===== src/logic/tcc_pkg.sv =====
package tcc_pkg;

  ////////////////////////////////////////////////////////////////////////////
  // Register port geometry
  localparam int ADDR_W = 4;
  localparam int DATA_W = 8;

  // Register offsets
  localparam logic [3:0] OFS_CTRL1 = 4'h0;
  localparam logic [3:0] OFS_CTRL2 = 4'h1;
  localparam logic [3:0] OFS_STATUS = 4'h2;
  localparam logic [3:0] OFS_CAP1_HI = 4'h3;
  localparam logic [3:0] OFS_CAP1_LO = 4'h4;
  localparam logic [3:0] OFS_CAP2_HI = 4'h5;
  localparam logic [3:0] OFS_CAP2_LO = 4'h6;
  localparam logic [3:0] OFS_CMP1_HI = 4'h7;
  localparam logic [3:0] OFS_CMP1_LO = 4'h8;
  localparam logic [3:0] OFS_CMP2_HI = 4'h9;
  localparam logic [3:0] OFS_CMP2_LO = 4'hA;
  localparam logic [3:0] OFS_CNT_HI = 4'hB;
  localparam logic [3:0] OFS_CNT_LO = 4'hC;
  localparam logic [3:0] OFS_ALT_HI = 4'hD;
  localparam logic [3:0] OFS_ALT_LO = 4'hE;

  ////////////////////////////////////////////////////////////////////////////
  // Reset and reload values
  localparam logic [7:0] CTRL1_RST = 8'h00;
  localparam logic [7:0] CTRL2_RST = 8'h00;
  localparam logic [15:0] CMP_RST = 16'h8000;
  localparam logic [15:0] CNT_RELOAD = 16'hFFFC;
  localparam logic [15:0] CNT_TOP = 16'hFFFF;
  localparam logic [15:0] OPM_CAPTURE = 16'hFFFD;
  localparam logic [15:0] CMP_LATE = 16'h0001;

  // Tick source encodings
  localparam logic [1:0] TICK_DIV4 = 2'h0;
  localparam logic [1:0] TICK_DIV2 = 2'h1;
  localparam logic [1:0] TICK_DIV8 = 2'h2;
  localparam logic [1:0] TICK_EXT = 2'h3;

  ////////////////////////////////////////////////////////////////////////////
  // First control register layout, bit 7 down to bit 0
  typedef struct packed {
    logic capture_irq_enable;
    logic compare_irq_enable;
    logic wrap_irq_enable;
    logic force_level_two;
    logic force_level_one;
    logic during_pulse_level;
    logic capture_edge_one;
    logic after_pulse_level;
  } tcc_ctrl1_s;

  // Second control register layout, bit 7 down to bit 0
  typedef struct packed {
    logic compare_output_enable_one;
    logic compare_output_enable_two;
    logic one_pulse_enable;
    logic pwm_enable;
    logic [1:0] tick_source_select;
    logic capture_edge_two;
    logic ext_edge_rising;
  } tcc_ctrl2_s;

  // Status register layout, low three bits reserved
  typedef struct packed {
    logic capture_flag_one;
    logic compare_flag_one;
    logic counter_wrap_flag;
    logic capture_flag_two;
    logic compare_flag_two;
    logic [2:0] reserved;
  } tcc_status_s;

endpackage


===== src/logic/tcc_timer.sv =====
// Added by the designer: strobed register access and the register offsets.
`timescale 1ns/1ns
// Operation
// RULE1: Active edge loads counter, sets capture flag
// RULE2: Capture interrupt needs enable and clear mask
// RULE3: Capture flag clears: status read, low access
// RULE4: High read locks capture until low read
// RULE5: Capture pins always feed capture logic
// RULE6: Capture and compare channels run independently
// RULE7: Compare match sets flag, drives level
// RULE8: Compare registers software only, reset 8000h
// RULE9: Compare flag clears: status read, low access
// RULE10: High write suspends compare until low
// RULE11: Output disabled keeps pin, flag still works
// RULE12: Match at value, or value plus one
// RULE13: Force copies level, no flag, no interrupt
// RULE14: Force ignored in pulse or PWM mode
// RULE15: One-pulse enable takes capture1 and compare1
// RULE16: Pulse trigger reloads counter, loads FFFDh
// RULE17: Compare one match ends the pulse
// RULE18: One-pulse never sets compare flag one
// RULE19: PWM wins when both modes enabled
// RULE20: Pulse or PWM: only capture two works
// RULE21: One-pulse: compare two flags, no waveform
// RULE22: Flash instance drops channel two flags
// RULE23: Counter reloads FFFCh on write, reset, trigger
// RULE24: Both select bits high pick external tick
// RULE25: Edge select bit picks capture transition
// RULE26: Capture pins synchronised, then edge detected
// RULE27: All updates on CPU clock, one interrupt
module tcc_timer #(
  parameter bit FLASH_TIMER = 1'b0
) (
  // Clock and reset
  input wire logic CLK,
  input wire logic NRST,
  // Register port
  input wire logic [tcc_pkg::ADDR_W-1:0] ADDR,
  input wire logic [tcc_pkg::DATA_W-1:0] WDATA,
  input wire logic WR,
  input wire logic RD,
  output logic [tcc_pkg::DATA_W-1:0] RDATA,
  // Timer pins
  input wire logic CAPTURE_PIN_ONE,
  input wire logic CAPTURE_PIN_TWO,
  input wire logic EXT_CLK,
  output logic COMPARE_PIN_ONE,
  output logic COMPARE_PIN_TWO,
  output logic COMPARE_OE_ONE,
  output logic COMPARE_OE_TWO,
  // Interrupt
  input wire logic GLOBAL_MASK,
  output logic TIMER_IRQ
);

  ////////////////////////////////////////////////////////////////////////////
  // Control state
  tcc_pkg::tcc_ctrl1_s c1_ff, nxt_c1; // First control
  tcc_pkg::tcc_ctrl2_s c2_ff, nxt_c2; // Second control
  logic [7:0] rdata_ff, nxt_rdata; // Read return
  logic opm_on, pwm_on; // Effective modes
  logic div2_on; // Fastest prescale

  // Access decode strobes
  logic wr_c1, wr_c2, rd_sr;
  logic [1:0] acc_cap_l, rd_cap_h;
  logic [1:0] wr_cmp_h, wr_cmp_l, acc_cmp_l;
  logic acc_cnt_l, rd_cnt_h, wr_cnt_l;

  // Synchroniser chains, stage one read only by stage two
  logic [1:0] cap_s1_ff, cap_s2_ff, cap_s3_ff;
  logic ext_s1_ff, ext_s2_ff, ext_s3_ff;
  logic [1:0] cap_edge; // Qualified capture edges
  logic ext_edge; // Qualified external tick edge

  // Tick and counter
  logic [2:0] pre_ff, nxt_pre; // Prescaler
  logic tick, tick_d_ff; // Tick and its echo
  logic [15:0] cnt_ff, nxt_cnt; // Free-running counter
  logic [7:0] cnt_buf_ff, nxt_cnt_buf; // Buffered low byte
  logic cnt_lock_ff, nxt_cnt_lock; // High byte read pending
  logic wrap_ff, nxt_wrap, wrap_arm_ff, nxt_wrap_arm;
  logic opm_fire; // Pulse trigger

  // Capture channels
  logic [1:0][15:0] cap_ff, nxt_cap;
  logic [1:0] cap_flag_ff, nxt_cap_flag;
  logic [1:0] cap_lock_ff, nxt_cap_lock;
  logic [1:0] cap_arm_ff, nxt_cap_arm;

  // Compare channels
  logic [1:0][15:0] cmp_ff, nxt_cmp;
  logic [1:0] hold_ff, nxt_hold; // Compare suspended
  logic [1:0] cmp_flag_ff, nxt_cmp_flag;
  logic [1:0] cmp_arm_ff, nxt_cmp_arm;
  logic [1:0] pin_ff, nxt_pin; // Pin latches
  logic [1:0] hit; // Match this cycle

  tcc_pkg::tcc_status_s status; // Status view
  tcc_pkg::tcc_ctrl1_s wr_c1_val; // Incoming first control

  ////////////////////////////////////////////////////////////////////////////
  // Address decode, every strobe a single cycle
  always_comb begin
    wr_c1 = WR && (ADDR == tcc_pkg::OFS_CTRL1);
    wr_c2 = WR && (ADDR == tcc_pkg::OFS_CTRL2);
    rd_sr = RD && (ADDR == tcc_pkg::OFS_STATUS);
    acc_cap_l[0] = (RD || WR) && (ADDR == tcc_pkg::OFS_CAP1_LO);
    acc_cap_l[1] = (RD || WR) && (ADDR == tcc_pkg::OFS_CAP2_LO);
    rd_cap_h[0] = RD && (ADDR == tcc_pkg::OFS_CAP1_HI);
    rd_cap_h[1] = RD && (ADDR == tcc_pkg::OFS_CAP2_HI);
    wr_cmp_h[0] = WR && (ADDR == tcc_pkg::OFS_CMP1_HI);
    wr_cmp_h[1] = WR && (ADDR == tcc_pkg::OFS_CMP2_HI);
    wr_cmp_l[0] = WR && (ADDR == tcc_pkg::OFS_CMP1_LO);
    wr_cmp_l[1] = WR && (ADDR == tcc_pkg::OFS_CMP2_LO);
    acc_cmp_l[0] = (RD || WR) && (ADDR == tcc_pkg::OFS_CMP1_LO);
    acc_cmp_l[1] = (RD || WR) && (ADDR == tcc_pkg::OFS_CMP2_LO);
    // Only the main low byte clears the wrap flag
    acc_cnt_l = (RD || WR) && (ADDR == tcc_pkg::OFS_CNT_LO);
    wr_cnt_l = WR && ((ADDR == tcc_pkg::OFS_CNT_LO) ||
                      (ADDR == tcc_pkg::OFS_ALT_LO));
    rd_cnt_h = RD && ((ADDR == tcc_pkg::OFS_CNT_HI) ||
                      (ADDR == tcc_pkg::OFS_ALT_HI));
  end

  // Mode resolution
  always_comb begin
    pwm_on = c2_ff.pwm_enable;
    opm_on = c2_ff.one_pulse_enable && !c2_ff.pwm_enable; // [RULE19] [RULE15]
    div2_on = (c2_ff.tick_source_select == tcc_pkg::TICK_DIV2);
  end

  ////////////////////////////////////////////////////////////////////////////
  // Pin synchronisers; pins always wired in, even when driven as outputs
  always_ff @(posedge CLK) begin
    if (!NRST) begin
      cap_s1_ff <= 2'h0;
      cap_s2_ff <= 2'h0;
      cap_s3_ff <= 2'h0;
      ext_s1_ff <= 1'b0;
      ext_s2_ff <= 1'b0;
      ext_s3_ff <= 1'b0;
    end else begin
      cap_s1_ff <= {CAPTURE_PIN_TWO, CAPTURE_PIN_ONE}; // [RULE5] [RULE26]
      cap_s2_ff <= cap_s1_ff;
      cap_s3_ff <= cap_s2_ff;
      ext_s1_ff <= EXT_CLK;
      ext_s2_ff <= ext_s1_ff;
      ext_s3_ff <= ext_s2_ff;
    end
  end

  // Edge qualifiers look only at stages two and three
  always_comb begin
    cap_edge[0] = c1_ff.capture_edge_one ? // [RULE25] [RULE26]
                  (cap_s2_ff[0] && !cap_s3_ff[0]) :
                  (!cap_s2_ff[0] && cap_s3_ff[0]);
    cap_edge[1] = c2_ff.capture_edge_two ? // [RULE25]
                  (cap_s2_ff[1] && !cap_s3_ff[1]) :
                  (!cap_s2_ff[1] && cap_s3_ff[1]);
    ext_edge = c2_ff.ext_edge_rising ? (ext_s2_ff && !ext_s3_ff) :
               (!ext_s2_ff && ext_s3_ff);
  end

  ////////////////////////////////////////////////////////////////////////////
  // Tick select; external clock must run under a quarter of CLK
  always_comb begin
    nxt_pre = pre_ff + 3'h1;
    case (c2_ff.tick_source_select) // [RULE24]
      tcc_pkg::TICK_DIV2: tick = pre_ff[0];
      tcc_pkg::TICK_DIV4: tick = &pre_ff[1:0];
      tcc_pkg::TICK_DIV8: tick = &pre_ff;
      tcc_pkg::TICK_EXT: tick = ext_edge;
      default: tick = 1'b0;
    endcase
  end

  // Counter, wrap flag and 16-bit read buffer
  always_comb begin
    opm_fire = opm_on && cap_edge[0];
    nxt_cnt = cnt_ff;
    nxt_wrap = wrap_ff;
    nxt_wrap_arm = wrap_arm_ff;
    nxt_cnt_buf = cnt_buf_ff;
    nxt_cnt_lock = cnt_lock_ff;
    // Clear first so a same-cycle wrap still wins
    if (wrap_arm_ff && acc_cnt_l) begin
      nxt_wrap = 1'b0;
      nxt_wrap_arm = 1'b0;
    end else if (rd_sr && wrap_ff) begin
      nxt_wrap_arm = 1'b1;
    end
    if (wr_cnt_l || opm_fire) begin
      nxt_cnt = tcc_pkg::CNT_RELOAD; // [RULE23] [RULE16]
    end else if (tick) begin
      nxt_cnt = cnt_ff + 16'h0001;
      if (cnt_ff == tcc_pkg::CNT_TOP) begin
        nxt_wrap = 1'b1;
      end
    end
    // Low byte frozen from the first high read until a low read
    if (rd_cnt_h && !cnt_lock_ff) begin
      nxt_cnt_buf = cnt_ff[7:0];
      nxt_cnt_lock = 1'b1;
    end else if (RD && ((ADDR == tcc_pkg::OFS_CNT_LO) ||
                        (ADDR == tcc_pkg::OFS_ALT_LO))) begin
      nxt_cnt_lock = 1'b0;
    end
  end

  // Counter registers
  always_ff @(posedge CLK) begin
    if (!NRST) begin
      pre_ff <= 3'h0;
      tick_d_ff <= 1'b0;
      cnt_ff <= tcc_pkg::CNT_RELOAD; // [RULE23]
      cnt_buf_ff <= 8'h00;
      cnt_lock_ff <= 1'b0;
      wrap_ff <= 1'b0;
      wrap_arm_ff <= 1'b0;
    end else begin
      pre_ff <= nxt_pre;
      tick_d_ff <= tick;
      cnt_ff <= nxt_cnt;
      cnt_buf_ff <= nxt_cnt_buf;
      cnt_lock_ff <= nxt_cnt_lock;
      wrap_ff <= nxt_wrap;
      wrap_arm_ff <= nxt_wrap_arm;
    end
  end

  ////////////////////////////////////////////////////////////////////////////
  // Capture channels, each with its own register and flag
  always_comb begin
    nxt_cap = cap_ff;
    nxt_cap_flag = cap_flag_ff;
    nxt_cap_lock = cap_lock_ff;
    nxt_cap_arm = cap_arm_ff;
    for (int i = 0; i < 2; i++) begin // [RULE6]
      // Clear path first; a same-cycle capture overrides it
      if (cap_arm_ff[i] && acc_cap_l[i]) begin // [RULE3]
        nxt_cap_flag[i] = 1'b0;
        nxt_cap_arm[i] = 1'b0;
      end else if (rd_sr && cap_flag_ff[i]) begin // [RULE3]
        nxt_cap_arm[i] = 1'b1;
      end
      if (rd_cap_h[i]) begin
        nxt_cap_lock[i] = 1'b1; // [RULE4]
      end else if (RD && acc_cap_l[i]) begin
        nxt_cap_lock[i] = 1'b0;
      end
    end
    // Channel one captures only outside pulse and PWM modes
    if (cap_edge[0] && !opm_on && !pwm_on && !cap_lock_ff[0]) begin
      nxt_cap[0] = cnt_ff; // [RULE1] [RULE4] [RULE20]
      nxt_cap_flag[0] = 1'b1;
    end else if (opm_fire) begin
      nxt_cap[0] = tcc_pkg::OPM_CAPTURE; // [RULE16]
      nxt_cap_flag[0] = 1'b1;
    end
    // Channel two absent on the flash instance
    if (cap_edge[1] && !cap_lock_ff[1] && !FLASH_TIMER) begin
      nxt_cap[1] = cnt_ff; // [RULE1] [RULE4] [RULE20]
      nxt_cap_flag[1] = 1'b1;
    end
    if (FLASH_TIMER) begin
      nxt_cap[1] = 16'h0000; // [RULE22]
      nxt_cap_flag[1] = 1'b0;
    end
  end

  // Capture registers
  always_ff @(posedge CLK) begin
    if (!NRST) begin
      cap_ff <= '0;
      cap_flag_ff <= 2'h0;
      cap_lock_ff <= 2'h0;
      cap_arm_ff <= 2'h0;
    end else begin
      cap_ff <= nxt_cap;
      cap_flag_ff <= nxt_cap_flag;
      cap_lock_ff <= nxt_cap_lock;
      cap_arm_ff <= nxt_cap_arm;
    end
  end

  ////////////////////////////////////////////////////////////////////////////
  // Compare matches, checked once per count, one cycle after the tick
  always_comb begin
    for (int i = 0; i < 2; i++) begin
      hit[i] = tick_d_ff && !hold_ff[i] && // [RULE10]
               (cnt_ff == (div2_on ? cmp_ff[i] : // [RULE12]
                           cmp_ff[i] + tcc_pkg::CMP_LATE));
    end
  end

  // Compare values, flags and pin latches
  always_comb begin
    wr_c1_val = tcc_pkg::tcc_ctrl1_s'(WDATA);
    nxt_cmp = cmp_ff;
    nxt_hold = hold_ff;
    nxt_cmp_flag = cmp_flag_ff;
    nxt_cmp_arm = cmp_arm_ff;
    nxt_pin = pin_ff;
    for (int i = 0; i < 2; i++) begin // [RULE6]
      // Only software writes touch the compare value
      if (wr_cmp_h[i]) begin
        nxt_cmp[i][15:8] = WDATA; // [RULE8]
        nxt_hold[i] = 1'b1; // [RULE10]
      end else if (wr_cmp_l[i]) begin
        nxt_cmp[i][7:0] = WDATA; // [RULE8]
        nxt_hold[i] = 1'b0; // [RULE10]
      end
      if (cmp_arm_ff[i] && acc_cmp_l[i]) begin // [RULE9]
        nxt_cmp_flag[i] = 1'b0;
        nxt_cmp_arm[i] = 1'b0;
      end else if (rd_sr && cmp_flag_ff[i]) begin // [RULE9]
        nxt_cmp_arm[i] = 1'b1;
      end
    end
    // Flags: none in PWM, none on channel one in pulse mode
    if (hit[0] && !pwm_on && !opm_on) begin
      nxt_cmp_flag[0] = 1'b1; // [RULE7] [RULE18]
    end
    if (hit[1] && !pwm_on && !FLASH_TIMER) begin
      nxt_cmp_flag[1] = 1'b1; // [RULE7] [RULE21]
    end
    // Pin one: match, pulse start or force, only when enabled
    if (c2_ff.compare_output_enable_one && !pwm_on) begin // [RULE11]
      if (opm_fire) begin
        nxt_pin[0] = c1_ff.during_pulse_level; // [RULE16]
      end else if (hit[0]) begin
        nxt_pin[0] = c1_ff.after_pulse_level; // [RULE7] [RULE17]
      end else if (wr_c1 && wr_c1_val.force_level_one && !opm_on) begin
        nxt_pin[0] = wr_c1_val.after_pulse_level; // [RULE13] [RULE14]
      end
    end
    // Pin two: its level bit belongs to the pulse in pulse mode
    if (c2_ff.compare_output_enable_two && !pwm_on && !opm_on) begin
      if (hit[1]) begin
        nxt_pin[1] = c1_ff.during_pulse_level; // [RULE7] [RULE21]
      end else if (wr_c1 && wr_c1_val.force_level_two) begin
        nxt_pin[1] = wr_c1_val.during_pulse_level; // [RULE13] [RULE14]
      end
    end
    if (FLASH_TIMER) begin
      nxt_cmp_flag[1] = 1'b0; // [RULE22]
    end
  end

  // Compare registers, pin latches low in reset
  always_ff @(posedge CLK) begin
    if (!NRST) begin
      cmp_ff <= {tcc_pkg::CMP_RST, tcc_pkg::CMP_RST}; // [RULE8]
      hold_ff <= 2'h0;
      cmp_flag_ff <= 2'h0;
      cmp_arm_ff <= 2'h0;
      pin_ff <= 2'h0; // [RULE7]
    end else begin
      cmp_ff <= nxt_cmp;
      hold_ff <= nxt_hold;
      cmp_flag_ff <= nxt_cmp_flag;
      cmp_arm_ff <= nxt_cmp_arm;
      pin_ff <= nxt_pin;
    end
  end

  ////////////////////////////////////////////////////////////////////////////
  // Control writes and read return
  always_comb begin
    status = '0;
    status.capture_flag_one = cap_flag_ff[0];
    status.compare_flag_one = cmp_flag_ff[0];
    status.counter_wrap_flag = wrap_ff;
    status.capture_flag_two = cap_flag_ff[1];
    status.compare_flag_two = cmp_flag_ff[1];
    nxt_c1 = c1_ff;
    nxt_c2 = c2_ff;
    if (wr_c1) begin
      // Force bits act on the write and are not kept
      nxt_c1 = tcc_pkg::tcc_ctrl1_s'(WDATA);
      nxt_c1.force_level_one = 1'b0;
      nxt_c1.force_level_two = 1'b0;
    end
    if (wr_c2) begin
      nxt_c2 = tcc_pkg::tcc_ctrl2_s'(WDATA);
    end
    nxt_rdata = 8'h00;
    if (RD) begin
      case (ADDR)
        tcc_pkg::OFS_CTRL1: nxt_rdata = c1_ff;
        tcc_pkg::OFS_CTRL2: nxt_rdata = c2_ff;
        tcc_pkg::OFS_STATUS: nxt_rdata = status;
        tcc_pkg::OFS_CAP1_HI: nxt_rdata = cap_ff[0][15:8];
        tcc_pkg::OFS_CAP1_LO: nxt_rdata = cap_ff[0][7:0];
        tcc_pkg::OFS_CAP2_HI: nxt_rdata = cap_ff[1][15:8];
        tcc_pkg::OFS_CAP2_LO: nxt_rdata = cap_ff[1][7:0];
        tcc_pkg::OFS_CMP1_HI: nxt_rdata = cmp_ff[0][15:8];
        tcc_pkg::OFS_CMP1_LO: nxt_rdata = cmp_ff[0][7:0];
        // Write-only on the flash instance
        tcc_pkg::OFS_CMP2_HI:
          nxt_rdata = FLASH_TIMER ? 8'h00 : cmp_ff[1][15:8]; // [RULE22]
        tcc_pkg::OFS_CMP2_LO:
          nxt_rdata = FLASH_TIMER ? 8'h00 : cmp_ff[1][7:0]; // [RULE22]
        tcc_pkg::OFS_CNT_HI, tcc_pkg::OFS_ALT_HI:
          nxt_rdata = cnt_ff[15:8];
        tcc_pkg::OFS_CNT_LO, tcc_pkg::OFS_ALT_LO:
          nxt_rdata = cnt_lock_ff ? cnt_buf_ff : cnt_ff[7:0];
        default: nxt_rdata = 8'h00;
      endcase
    end
  end

  // Control registers
  always_ff @(posedge CLK) begin
    if (!NRST) begin
      c1_ff <= tcc_pkg::CTRL1_RST;
      c2_ff <= tcc_pkg::CTRL2_RST;
      rdata_ff <= 8'h00;
    end else begin
      c1_ff <= nxt_c1;
      c2_ff <= nxt_c2;
      rdata_ff <= nxt_rdata;
    end
  end

  ////////////////////////////////////////////////////////////////////////////
  // Outputs; a pending flag raises the line once the mask opens
  always_comb begin
    RDATA = rdata_ff;
    COMPARE_PIN_ONE = pin_ff[0];
    COMPARE_PIN_TWO = pin_ff[1];
    COMPARE_OE_ONE = c2_ff.compare_output_enable_one;
    COMPARE_OE_TWO = c2_ff.compare_output_enable_two;
    TIMER_IRQ = !GLOBAL_MASK && // [RULE2] [RULE27]
                ((c1_ff.capture_irq_enable && |cap_flag_ff) ||
                 (c1_ff.compare_irq_enable && |cmp_flag_ff) ||
                 (c1_ff.wrap_irq_enable && wrap_ff));
  end

endmodule


===== config.mk =====
export PLATFORM = sky130hd
export DESIGN_NAME = tcc_timer
export DESIGN_NICKNAME = d
export VERILOG_FILES = /design/src/logic/tcc_pkg.sv /design/src/logic/tcc_timer.sv
export SDC_FILE = /design/constraint.sdc
export NUM_CORES = 1
export LEC_CHECK = 0
export BUFFER_PORTS_ARGS = -buffer_cell sky130_fd_sc_hd__buf_2
export CAP_MARGIN = 20
export CORE_MARGIN = 4
export CORE_UTILIZATION = 45
export CTS_BUF_LIST = sky130_fd_sc_hd__clkbuf_16
export DETAILED_ROUTE_END_ITERATION = 8
export PLACE_DENSITY = 0.68
export SYNTH_ARGS = -nofsm -noshare
export SYNTH_HDL_FRONTEND = slang
export SYNTH_SLANG_ARGS = --single-unit

===== constraint.sdc =====
create_clock -name CLK -period 2.7 [get_ports CLK]
set_input_delay 0.675 -clock CLK [delete_from_list [all_inputs] [get_ports CLK]]
set_output_delay 0.675 -clock CLK [all_outputs]
set_load 0.05 [all_outputs]

# [Word-level counts from Yosys, hierarchy flattened]
# Index checks and enable logic that the tools add are counted.
[totals] regBits=140 latchBits=0 ramBits=0 mem_bits_ro=0 inputBits=20 out_inout_bits=13 word_cells=222 mem_count=0
[op_classes] add_sub_neg=4 multipliers=0 div_mod_pow=0 magnitude_cmp=0 eq_ne=20 shift=0 muxes=38 bitwise=3 n_reduce_logical=110
[op_table] op="$pmux W8 S13" count=1
[op_table] op="$mux W16" count=4
[op_table] op="$logic_and A1 B1 Y1" count=59
[op_table] op="$add A16 B1 Y16 const B" count=3
[op_table] op="$eq A16 B16 Y1" count=2
[op_table] op="$mux W1" count=31
[op_table] op="$eq A4 B4 Y1 const B" count=7
[op_table] op="$reduce_bool A2 Y1" count=10
[op_table] op="$reduce_or A2 Y1" count=10
[op_table] op="$eq A16 B16 Y1 const B" count=1
[op_table] op="$eq A4 B3 Y1 const B" count=4
[op_table] op="$logic_not A1 Y1" count=14
[op_table] op="$reduce_and A2 Y1" count=6
[op_table] op="$eq A4 B2 Y1 const B" count=2
[op_table] op="$mux W8" count=1
[op_table] op="$logic_or A1 B1 Y1" count=6
[op_table] op="$reduce_bool A3 Y1" count=2
[op_table] op="$eq A2 B2 Y1 const B" count=2
[op_table] op="$eq A4 B1 Y1 const B" count=1
[op_table] op="$logic_not A4 Y1" count=1
[op_table] op="$pmux W1 S4" count=1
[op_table] op="$add A3 B1 Y3 const B" count=1
[op_table] op="$not A1 Y1" count=3
[op_table] op="$reduce_and A3 Y1" count=1
[op_table] op="2 further kinds" count=2

# [Depth between registers and ports, before layout]
# Gate-level depths: netlist (run 1).
[logic_depth] ltp_word=7 depth_mapped=10 depth_no_buf=9

# [Worst setup path after synthesis (run 1)]
# No wires, ideal clock.
[synth_timing] path_type="input to register" startpoint="in ADDR[1] (netlist bit)" endpoint="reg cnt_buf_ff[0]" setup_ns=0.116 arrival_time_ns=2.352 t_required_ns=2.584 path_slack_ns=0.232 path_stages=8 path_buffers=2 cell_sequence="clkbuf_1 -> xor2_1 -> and3_1 -> clkbuf_1 -> nand2_1 -> nor2_1 -> mux2i_1 -> nor2b_1"
[synth_via] elab_chain_len=4 elab_cells_between_ends=5 classes_between="eq/ne: 2; reduce/logical: 3"
[synth_rtl] item="from (decl)" line="tcc_timer.sv:38" rtl="input wire logic [tcc_pkg::ADDR_W-1:0] ADDR,"
[synth_rtl] item="$eq A4 B4 Y1 (on tied branches)" line="tcc_timer.sv:122, tcc_timer.sv:123"
[synth_rtl] item="$logic_or A1 B1 Y1 *" line="tcc_timer.sv:122" rtl="rd_cnt_h = RD && ((ADDR == tcc_pkg::OFS_CNT_HI) ||"
[synth_rtl] item="$logic_and A1 B1 Y1 *" line="tcc_timer.sv:122"
[synth_rtl] item="$logic_and A1 B1 Y1 *" line="tcc_timer.sv:202" rtl="if (rd_cnt_h && !cnt_lock_ff) begin"
[synth_rtl] item="to (signal assigned)" line="tcc_timer.sv:225" rtl="cnt_buf_ff <= nxt_cnt_buf;"
[synth_rtl] item="to (decl)" line="tcc_timer.sv:80" rtl="logic [7:0] cnt_buf_ff, nxt_cnt_buf;"
# Mark *: on every way between the ends. The rest lies on a longest branch, timed or not.
# A chain may end at the register's enable or synchronous reset.

# [Worst setup path after layout (run 1)]
[layout_timing] startpoint="reg cmp_ff[1] (netlist bit)" endpoint="reg pin_ff[0]"
[layout_via] elab_chain_len=6 elab_cells_between_ends=8 classes_between="add/sub: 1; eq/ne: 1; mux: 3; reduce/logical: 3"
[layout_rtl] item="from (decl)" line="tcc_timer.sv:92" rtl="logic [1:0][15:0] cmp_ff, nxt_cmp;"
[layout_rtl] item="from (signal assigned)" line="tcc_timer.sv:354" rtl="cmp_ff <= {tcc_pkg::CMP_RST, tcc_pkg::CMP_RST};"
[layout_rtl] item="from (signal assigned)" line="tcc_timer.sv:360" rtl="cmp_ff <= nxt_cmp;"
[layout_rtl] item="$add A16 B1 Y16" line="tcc_timer.sv:293" rtl="cmp_ff[i] + tcc_pkg::CMP_LATE));"
[layout_rtl] item="$mux W16 *" line="tcc_timer.sv:292" rtl="(cnt_ff == (div2_on ? cmp_ff[i] :"
[layout_rtl] item="$eq A16 B16 Y1 *" line="tcc_timer.sv:292"
[layout_rtl] item="$logic_and A1 B1 Y1 *" line="tcc_timer.sv:291" rtl="hit[i] = tick_d_ff && !hold_ff[i] &&"
[layout_rtl] item="$reduce_bool A3 Y1 (no line) or $mux W1 (tied branches)"
[layout_rtl] item="$reduce_and A2 Y1 (no line) or $mux W1 (tied branches)"
[layout_rtl] item="to (signal assigned)" line="tcc_timer.sv:364" rtl="pin_ff <= nxt_pin;"
[layout_rtl] item="to (decl)" line="tcc_timer.sv:96" rtl="logic [1:0] pin_ff, nxt_pin;"
# Marks and branches as above.

==> results of run 1 <==
[layout make-up]
class                   count  area share
repair buffers             98     0.07798
flip-flops and latches    140      0.3215
clock inverters            14     0.02064
diodes                      1   0.0002867
inverters                  11    0.004731
clock buffers              17     0.04874
well taps                 216     0.03096
multi-input cells         667      0.4951
[power by group through the flow]
stage          clock network (uW)  registers (uW)  logic, uW
5_1_grt                      2530            2150        366
6_report                     2440            2150        343
2_1_floorplan                   0            2190        205
4_1_cts                      2450            2150        335
3_3_place_gp                    0            2190        332
3_5_place_dp                    0            2190        334
[final timing paths]
| check | slack [ns] | to | cells after the start | from |
|---|---|---|---|---|
| max reg2reg | 0.13 | pin_ff[0] | 9 | cmp_ff[1] |
| min reg2reg | 0.43 | ext_s2_ff | 1 | ext_s1_ff |
| max | 0.13 | pin_ff[0] | 9 | cmp_ff[1] |
| min | 0.43 | ext_s2_ff | 1 | ext_s1_ff |
[sequential cells by signal (all words and copies together), names as in the netlist, 2 cells and up]
signal,flops
pre_ff,3
cmp_flag_ff,2
cap_s2_ff,2
c1_ff,6
cap_flag_ff,2
pin_ff,2
cnt_ff,16
cap_s3_ff,2
cmp_arm_ff,2
RDATA,8
hold_ff,2
c2_ff,5
cap_s1_ff,2
cap_ff,32
cap_arm_ff,2
cmp_ff,32
cnt_buf_ff,8
cap_lock_ff,2
[per-layer routing]
layer | track usage | vias to the layer above
li1 | - | 3285
met1 | 0.3687 | 3325
met3 | 0.05846 | 40
met4 | 0.09295 | 0
met2 | 0.4135 | 344
met5 | 0 | -
[layout by cell type, fill, tap and decap left out, types with 12 or more instances in the layout]
cell and count:
sky130_fd_sc_hd__nor3_1 12, sky130_fd_sc_hd__nand3_1 64, sky130_fd_sc_hd__mux2i_1 46, sky130_fd_sc_hd__nor2_1 33, sky130_fd_sc_hd__inv_1 13, sky130_fd_sc_hd__clkbuf_16 17, sky130_fd_sc_hd__nand2_1 126, sky130_fd_sc_hd__o21ai_0 31
sky130_fd_sc_hd__a21oi_1 27, sky130_fd_sc_hd__xnor2_1 24, sky130_fd_sc_hd__buf_4 64, sky130_fd_sc_hd__and3_1 12, sky130_fd_sc_hd__nand4_1 15, sky130_fd_sc_hd__a21boi_0 39, sky130_fd_sc_hd__and2_1 19, sky130_fd_sc_hd__xor2_1 20
sky130_fd_sc_hd__dfxtp_1 137, sky130_fd_sc_hd__nor2b_1 42, sky130_fd_sc_hd__o221a_2 15, sky130_fd_sc_hd__buf_2 32
[cell families after synthesis]
logic type,count (synthesis),share of synthesized area
and+or+nand+nor,376,0.2568
adders and majority gates,5,0.008405
buffers and inverters,83,0.04622
xor gates and xnor gates,44,0.05177
AOI/OAI and AO/OA,191,0.1893
muxes,51,0.07094
DFF,140,0.3765
[through the flow]
stage	cell area (um2)	util	worst slack [ns]
finish	8728	0.5436	0.1320
global route	8726	0.5434	-0.04073
CTS	8705	0.5421	0.04032
detailed placement	8099	0.5044	0.05162
global placement	8099	0.5044	0.08518
floorplan	7443	-	0.2318
[cell usage after synthesis (4+ instances only)]
| cell type | n |
|---|---|
| sky130_fd_sc_hd__dfxtp_1 | 140 |
| sky130_fd_sc_hd__nand2_1 | 126 |
| sky130_fd_sc_hd__nand3_1 | 64 |
| sky130_fd_sc_hd__clkbuf_1 | 58 |
| sky130_fd_sc_hd__mux2i_1 | 46 |
| sky130_fd_sc_hd__nor2b_1 | 42 |
| sky130_fd_sc_hd__a21boi_0 | 39 |
| sky130_fd_sc_hd__nor2_1 | 34 |
| sky130_fd_sc_hd__o21ai_0 | 31 |
| sky130_fd_sc_hd__a21oi_1 | 28 |
| sky130_fd_sc_hd__xnor2_1 | 24 |
| sky130_fd_sc_hd__xor2_1 | 20 |
| sky130_fd_sc_hd__and2_1 | 19 |
| sky130_fd_sc_hd__nand4_1 | 15 |
| sky130_fd_sc_hd__o221a_2 | 15 |
| sky130_fd_sc_hd__nor3_1 | 13 |
| sky130_fd_sc_hd__a221oi_1 | 12 |
| sky130_fd_sc_hd__and3_1 | 12 |
| sky130_fd_sc_hd__a31oi_1 | 11 |
| sky130_fd_sc_hd__inv_1 | 11 |
| sky130_fd_sc_hd__nand2b_1 | 10 |
| sky130_fd_sc_hd__a222oi_1 | 6 |
| sky130_fd_sc_hd__a22oi_1 | 5 |
| sky130_fd_sc_hd__buf_2 | 5 |
| sky130_fd_sc_hd__ha_1 | 5 |
| sky130_fd_sc_hd__nand3b_1 | 5 |
| sky130_fd_sc_hd__nor4b_1 | 5 |
| sky130_fd_sc_hd__or2_2 | 5 |
| sky130_fd_sc_hd__or3_1 | 5 |
| sky130_fd_sc_hd__buf_1 | 4 |
| sky130_fd_sc_hd__mux2_2 | 4 |
| sky130_fd_sc_hd__or4_1 | 4 |
[what timing repair did]
action / 4_1_cts / 5_1_grt
resized for setup: 0 / 10
setup buffers: 0 / 0
hold endpoints to repair: 0 / 0
endpoints found under the setup margin: 0 / 3
==> results.py, run 1 <==
metrics = {
    "detailed_routing": {
        "wl_met3_um": 2405,
        "antenna_left": 0,
        "routedWlPerCell_um": 21.06,
        "top_layer": "met4",
        "m1WireLength_um": 10490,
        "drtIter0Drc": 804,
        "detail_route.vias_per_cell": 6.009,
        "drt_drc_violations_left": 0,
        "routed-wl-met2_um": 10980,
        "route.vias.total": 6994,
        "drt_pre_antenna_iters": 8,
        "postRouteWirelength_um": 24510,
    },
    "cts": {
        "cts_tree": "built",
        "clock_sink_count": 140,
        "cts-root-to-sink-buffers": 2,
        "tritoncts.num_buffers": 17,
        "root_buffer": "sky130_fd_sc_hd__clkbuf_16",
        "post_cts_hold_buffer_count": 0,
        "clk_pin_slew_worst_paths_ns": 0.06,
        "cts.htree.levels": 4,
        "clock_latency_on_the_worst_skew_pair_ns": 0.42,
    },
    "worst_setup_path": {
        "worst-path-buf-inv": 1,
        "cpLargestDelayFamily": "compound AO/OA/AOI/OAI gates",
        "crit_chain": "ha_2 -> inv_1 -> or3_2 -> a2111o_1 -> a22oi_1 -> and4_4 -> a21oi_1 -> o311ai_2 -> o31ai_1",
        "timing.critical_path.arrival_ns": 2.87,
        "critPathRequiredTime_ns": 3.00,
        "endpoint_kind": "flop",
        "setup.worst_path.start_class": "flop",
        "path_class": "flop to flop",
        "timing.critical_path.fanout_max": 7,
        "worst_path_max_delay_cell": "sky130_fd_sc_hd__or3_2",
        "cpPeakStageDelay_ns": 0.53,
    },
    "sta": {
        "fin_crit_sh": 0.9511,
        "timing.setup.tns_ns": 0,
        "fin_skew_ns": 0.007058,
        "finalSetupViolCount": 0,
        "hold_viol": 0,
        "maxSlewHeadroom": 0.4923,
        "rsz0062_at_grt": "yes",
        "max_freq_ghz": 0.3894,
        "final.min_clock_period_ns": 2.568,
        "fin_worst_hold_slack_ns": 0.4322,
        "worst-slew-pin-transition_ns": 0.7587,
        "final_max_slew_viol_count": 0,
    },
    "yosys": {
        "post_synth_inst_count": 890,
        "async_flop_share": 0,
        "yosysWarningCount": 0,
        "netlist.top_cell.by_area": "sky130_fd_sc_hd__dfxtp_1",
        "ys_types": 72,
        "synth-edff-count": 0,
        "post-synth-top-area-fraction": 0.3765,
        "synth.net_count": 915,
        "ys.flop_type": "sky130_fd_sc_hd__dfxtp_1",
        "syn_area_um2": 7443,
        "synth_seq_cells": 140,
        "synth.top_cells.by_area": "sky130_fd_sc_hd__dfxtp_1 38%, sky130_fd_sc_hd__nand2_1 6.4%, sky130_fd_sc_hd__mux2i_1 6.2%",
        "synth_sequential_area_ratio": 0.3765,
        "synth.avg_cell_area_um2": 8.363,
    },
    "min_path": {
        "hp_class": "flop to flop",
    },
    "layout": {
        "layout.filler_cells": 1502,
        "multiInputGateArea_um2": 4322,
        "area_growth_from_synthesis_to_layout_pct": 17.26,
        "non_filler_cells_in_the_finished_layout": 1164,
        "final_layout_size_suffix_gt1_frac": 0.1806,
        "final-seq-area_um2": 2806,
        "finalNetCount": 960,
    },
    "power_and_ir_drop": {
        "p_switching_uw": 1162,
        "internal-power_uw": 3769,
        "power.share.clock": 0.495,
        "power_frac_comb": 0.070,
        "vdd_ir_drop_max_mv": 0.5867,
        "power_density_nw_per_um2": 564.9,
        "p_total_uw": 4931,
        "share_seq_of_total_power": 0.436,
        "power.static_leakage_uw": 0.003123,
        "power.switching_fraction": 0.2356,
    },
    "grt": {
        "grt_pass1_wl_um": 37520,
        "grt_start_max_net_pins": 118,
        "antenna_found_initial": 1,
        "grt_total_usage": 0.2673,
        "grt_pass1_vias": 6422,
        "grt-ovfl-total": 0,
    },
    "floorplan": {
        "start_util": 0.4635,
        "floorplan.die_area_um2": 18660,
        "coreArea_um2": 16060,
        "die_width_um": 136.6,
        "num_io_pins": 33,
        "core.rowCount": 46,
        "floorplan.die.height_um": 136.6,
    },
    "place": {
        "buffer_ports.inserted": 32,
        "globalplace.congestion": 1.020,
        "place.detailed.instances": 1132,
        "dp_hpwl_um": 17570,
    },
    "status": {
        "outcome": "finished, final reports clean",
    },
    "job": {
        "max_cap_viol_count": 0,
    },
}
Power figures use the tool's default switching activity.
==> run 2: changes to the inputs <==
--- a/config.mk
+++ b/config.mk
@@ -12,6 +12,7 @@
 export CTS_BUF_LIST = sky130_fd_sc_hd__clkbuf_16
 export DETAILED_ROUTE_END_ITERATION = 8
 export PLACE_DENSITY = 0.68
+export SETUP_SLACK_MARGIN = 0.4
 export SYNTH_ARGS = -nofsm -noshare
 export SYNTH_HDL_FRONTEND = slang
 export SYNTH_SLANG_ARGS = --single-unit
==> results.py, run 2 (same netlist as run 1, synthesis figures left out) <==
metrics = {
    "status": {
        "outcome": "finished, final reports clean",
    },
    "power_and_ir_drop": {
        "vdd_ir_drop_max_mv": 0.6762,
        "p_total_uw": 4672,
        "power.static_leakage_uw": 0.003212,
        "power_density_nw_per_um2": 520.3,
    },
    "cts": {
        "clk_pin_slew_worst_paths_ns": 0.06,
        "root_buffer": "sky130_fd_sc_hd__clkbuf_16",
        "clock_sink_count": 140,
        "tritoncts.num_buffers": 17,
        "clock_latency_on_the_worst_skew_pair_ns": 0.43,
        "cts_tree": "built",
        "post_cts_hold_buffer_count": 0,
        "cts.htree.levels": 4,
        "cts-root-to-sink-buffers": 2,
    },
    "sta": {
        "rsz0062_at_grt": "yes",
        "fin_skew_ns": 0.007084,
        "final.min_clock_period_ns": 2.408,
        "fin_crit_sh": 0.8920,
        "worst-slew-pin-transition_ns": 0.6681,
        "maxSlewHeadroom": 0.5546,
        "final_max_slew_viol_count": 0,
        "max_freq_ghz": 0.4152,
        "finalSetupViolCount": 0,
        "fin_worst_hold_slack_ns": 0.4305,
        "hold_viol": 0,
        "timing.setup.tns_ns": 0,
    },
    "layout": {
        "layout.filler_cells": 1475,
        "finalNetCount": 971,
        "final_core_util": 0.5591,
        "multiInputGateArea_um2": 4507,
        "mostFrequentLayoutCells": "127 x sky130_fd_sc_hd__dfxtp_1, 125 x sky130_fd_sc_hd__nand2_1, 73 x sky130_fd_sc_hd__buf_4, 64 x sky130_fd_sc_hd__nand3_1, 46 x sky130_fd_sc_hd__mux2i_1",
        "largest_registers": "cap_ff (32), cmp_ff (32), cnt_ff (16)",
        "layout_commonest_cell": "sky130_fd_sc_hd__dfxtp_1",
        "final_layout_size_suffix_gt1_frac": 0.2190,
        "area_growth_from_synthesis_to_layout_pct": 20.63,
        "n_antenna_cell": 0,
        "final-seq-area_um2": 2841,
    },
    "place": {
        "buffer_ports.inserted": 32,
        "globalplace.congestion": 1.042,
        "dp_hpwl_um": 17920,
    },
    "floorplan": {
        "die_width_um": 136.6,
        "core.rowCount": 46,
        "num_io_pins": 33,
        "floorplan.die_area_um2": 18660,
        "floorplan.die.height_um": 136.6,
        "coreArea_um2": 16060,
        "start_util": 0.4635,
    },
    "worst_setup_path": {
        "cpLargestDelayFamily": "simple AND/OR/NAND/NOR gates",
        "timing.critical_path.arrival_ns": 2.71,
        "path_class": "flop to flop",
        "crit_path_start": "cmp_ff[0]",
        "timing.critical_path.fanout_max": 8,
        "reg2reg_depth": 9,
        "rr_startpoint": "cmp_ff[0]",
        "critical_path_cell_count": 9,
        "worst_r2r_endpoint": "pin_ff[0]",
        "critPathRequiredTime_ns": 3.00,
        "worst-path-buf-inv": 1,
        "endpoint": "pin_ff[0]",
        "cpPeakStageDelay_ns": 0.47,
        "ff2ff_setup_slack_ns": 0.29,
        "crit_chain": "ha_4 -> inv_2 -> nor3_1 -> or4_1 -> a2111oi_4 -> and4_4 -> a21oi_2 -> o311ai_2 -> o31ai_1",
        "endpoint_kind": "flop",
        "setup.worst_path.start_class": "flop",
        "worst_path_max_delay_cell": "sky130_fd_sc_hd__or4_1",
    },
    "detailed_routing": {
        "routedWlPerCell_um": 21.57,
        "drt_pre_antenna_iters": 6,
        "postRouteWirelength_um": 25340,
        "drt_drc_violations_left": 0,
        "antenna_left": 0,
        "drtIter0Drc": 869,
        "detail_route.vias_per_cell": 6.063,
        "route.vias.total": 7124,
    },
    "job": {
        "max_cap_viol_count": 0,
    },
    "grt": {
        "antenna_found_initial": 0,
        "grt-ovfl-total": 0,
        "grt_total_usage": 0.2768,
        "grt_pass1_wl_um": 38770,
        "grt_pass1_vias": 6618,
        "grt_start_max_net_pins": 62,
    },
    "min_path": {
        "hp_class": "flop to flop",
    },
}
[run 2: worst min path at each step]
stage | from | to | slack (ns) | cells past startpoint
after floorplan | cap_s1_ff[0] | cap_s2_ff[0] | 0.41 | 1
after global routing | cap_s1_ff[1] | cap_s2_ff[1] | 0.45 | 1
after global placement | ext_s1_ff | ext_s2_ff | 0.42 | 1
after CTS | cap_s1_ff[1] | cap_s2_ff[1] | 0.43 | 1
after detailed placement | cap_s1_ff[1] | cap_s2_ff[1] | 0.42 | 1
final | cap_s1_ff[1] | cap_s2_ff[1] | 0.43 | 1
[run 2: report_power, final]
group | total, uW | switching [uW] | internal, uW | leakage, uW
Combinational | 353 | 218 | 135 | 0.00178
Sequential | 2150 | 40.9 | 2110 | 0.00114
Clock | 2170 | 885 | 1290 | 0.000291
[run 2: per-stage QoR]
step	setup WS, ns	std cells	area (um2)
6_report	0.2917	1175	8979
5_1_grt	0.2058	1175	8979
4_1_cts	0.3239	1169	8843
3_5_place_dp	0.1062	1130	8137
3_3_place_gp	0.1920	1130	8137
2_1_floorplan	0.4052	890	7483
[run 2: worst reg2reg max path, cell delays in order, from the launching register on]
cell and delay, ns:
sky130_fd_sc_hd__dfxtp_4 0.37, sky130_fd_sc_hd__ha_4 0.18, sky130_fd_sc_hd__inv_2 0.10, sky130_fd_sc_hd__nor3_1 0.08
sky130_fd_sc_hd__or4_1 0.47, sky130_fd_sc_hd__a2111oi_4 0.36, sky130_fd_sc_hd__and4_4 0.32, sky130_fd_sc_hd__a21oi_2 0.08
sky130_fd_sc_hd__o311ai_2 0.21, sky130_fd_sc_hd__o31ai_1 0.12
[run 2: routing by layer]
layer / part of all wire / GRT usage / up-vias
met1: 0.42 / 0.3725 / 3355
met4: 0.043 / 0.1209 / 0
met2: 0.44 / 0.4211 / 388
met3: 0.094 / 0.06838 / 71
li1: - / - / 3310
met5: 0 / 0 / -
[run 2: area by class of cell]
| cell class | count | share of cell area |
|---|---|---|
| multi-input cells | 667 | 0.5020 |
| flip-flops and latches | 140 | 0.3165 |
| repair buffers | 109 | 0.08682 |
| clock buffers | 18 | 0.05017 |
| well taps | 216 | 0.03010 |
| clock inverters | 14 | 0.009894 |
| inverters | 11 | 0.004599 |
[run 2: timing repair]
item,in CTS,in global routing
resized for setup,27,22
hold endpoints to repair,0,0
setup endpoints to repair,7,8
buffers inserted,7,6
pin swaps,9,12
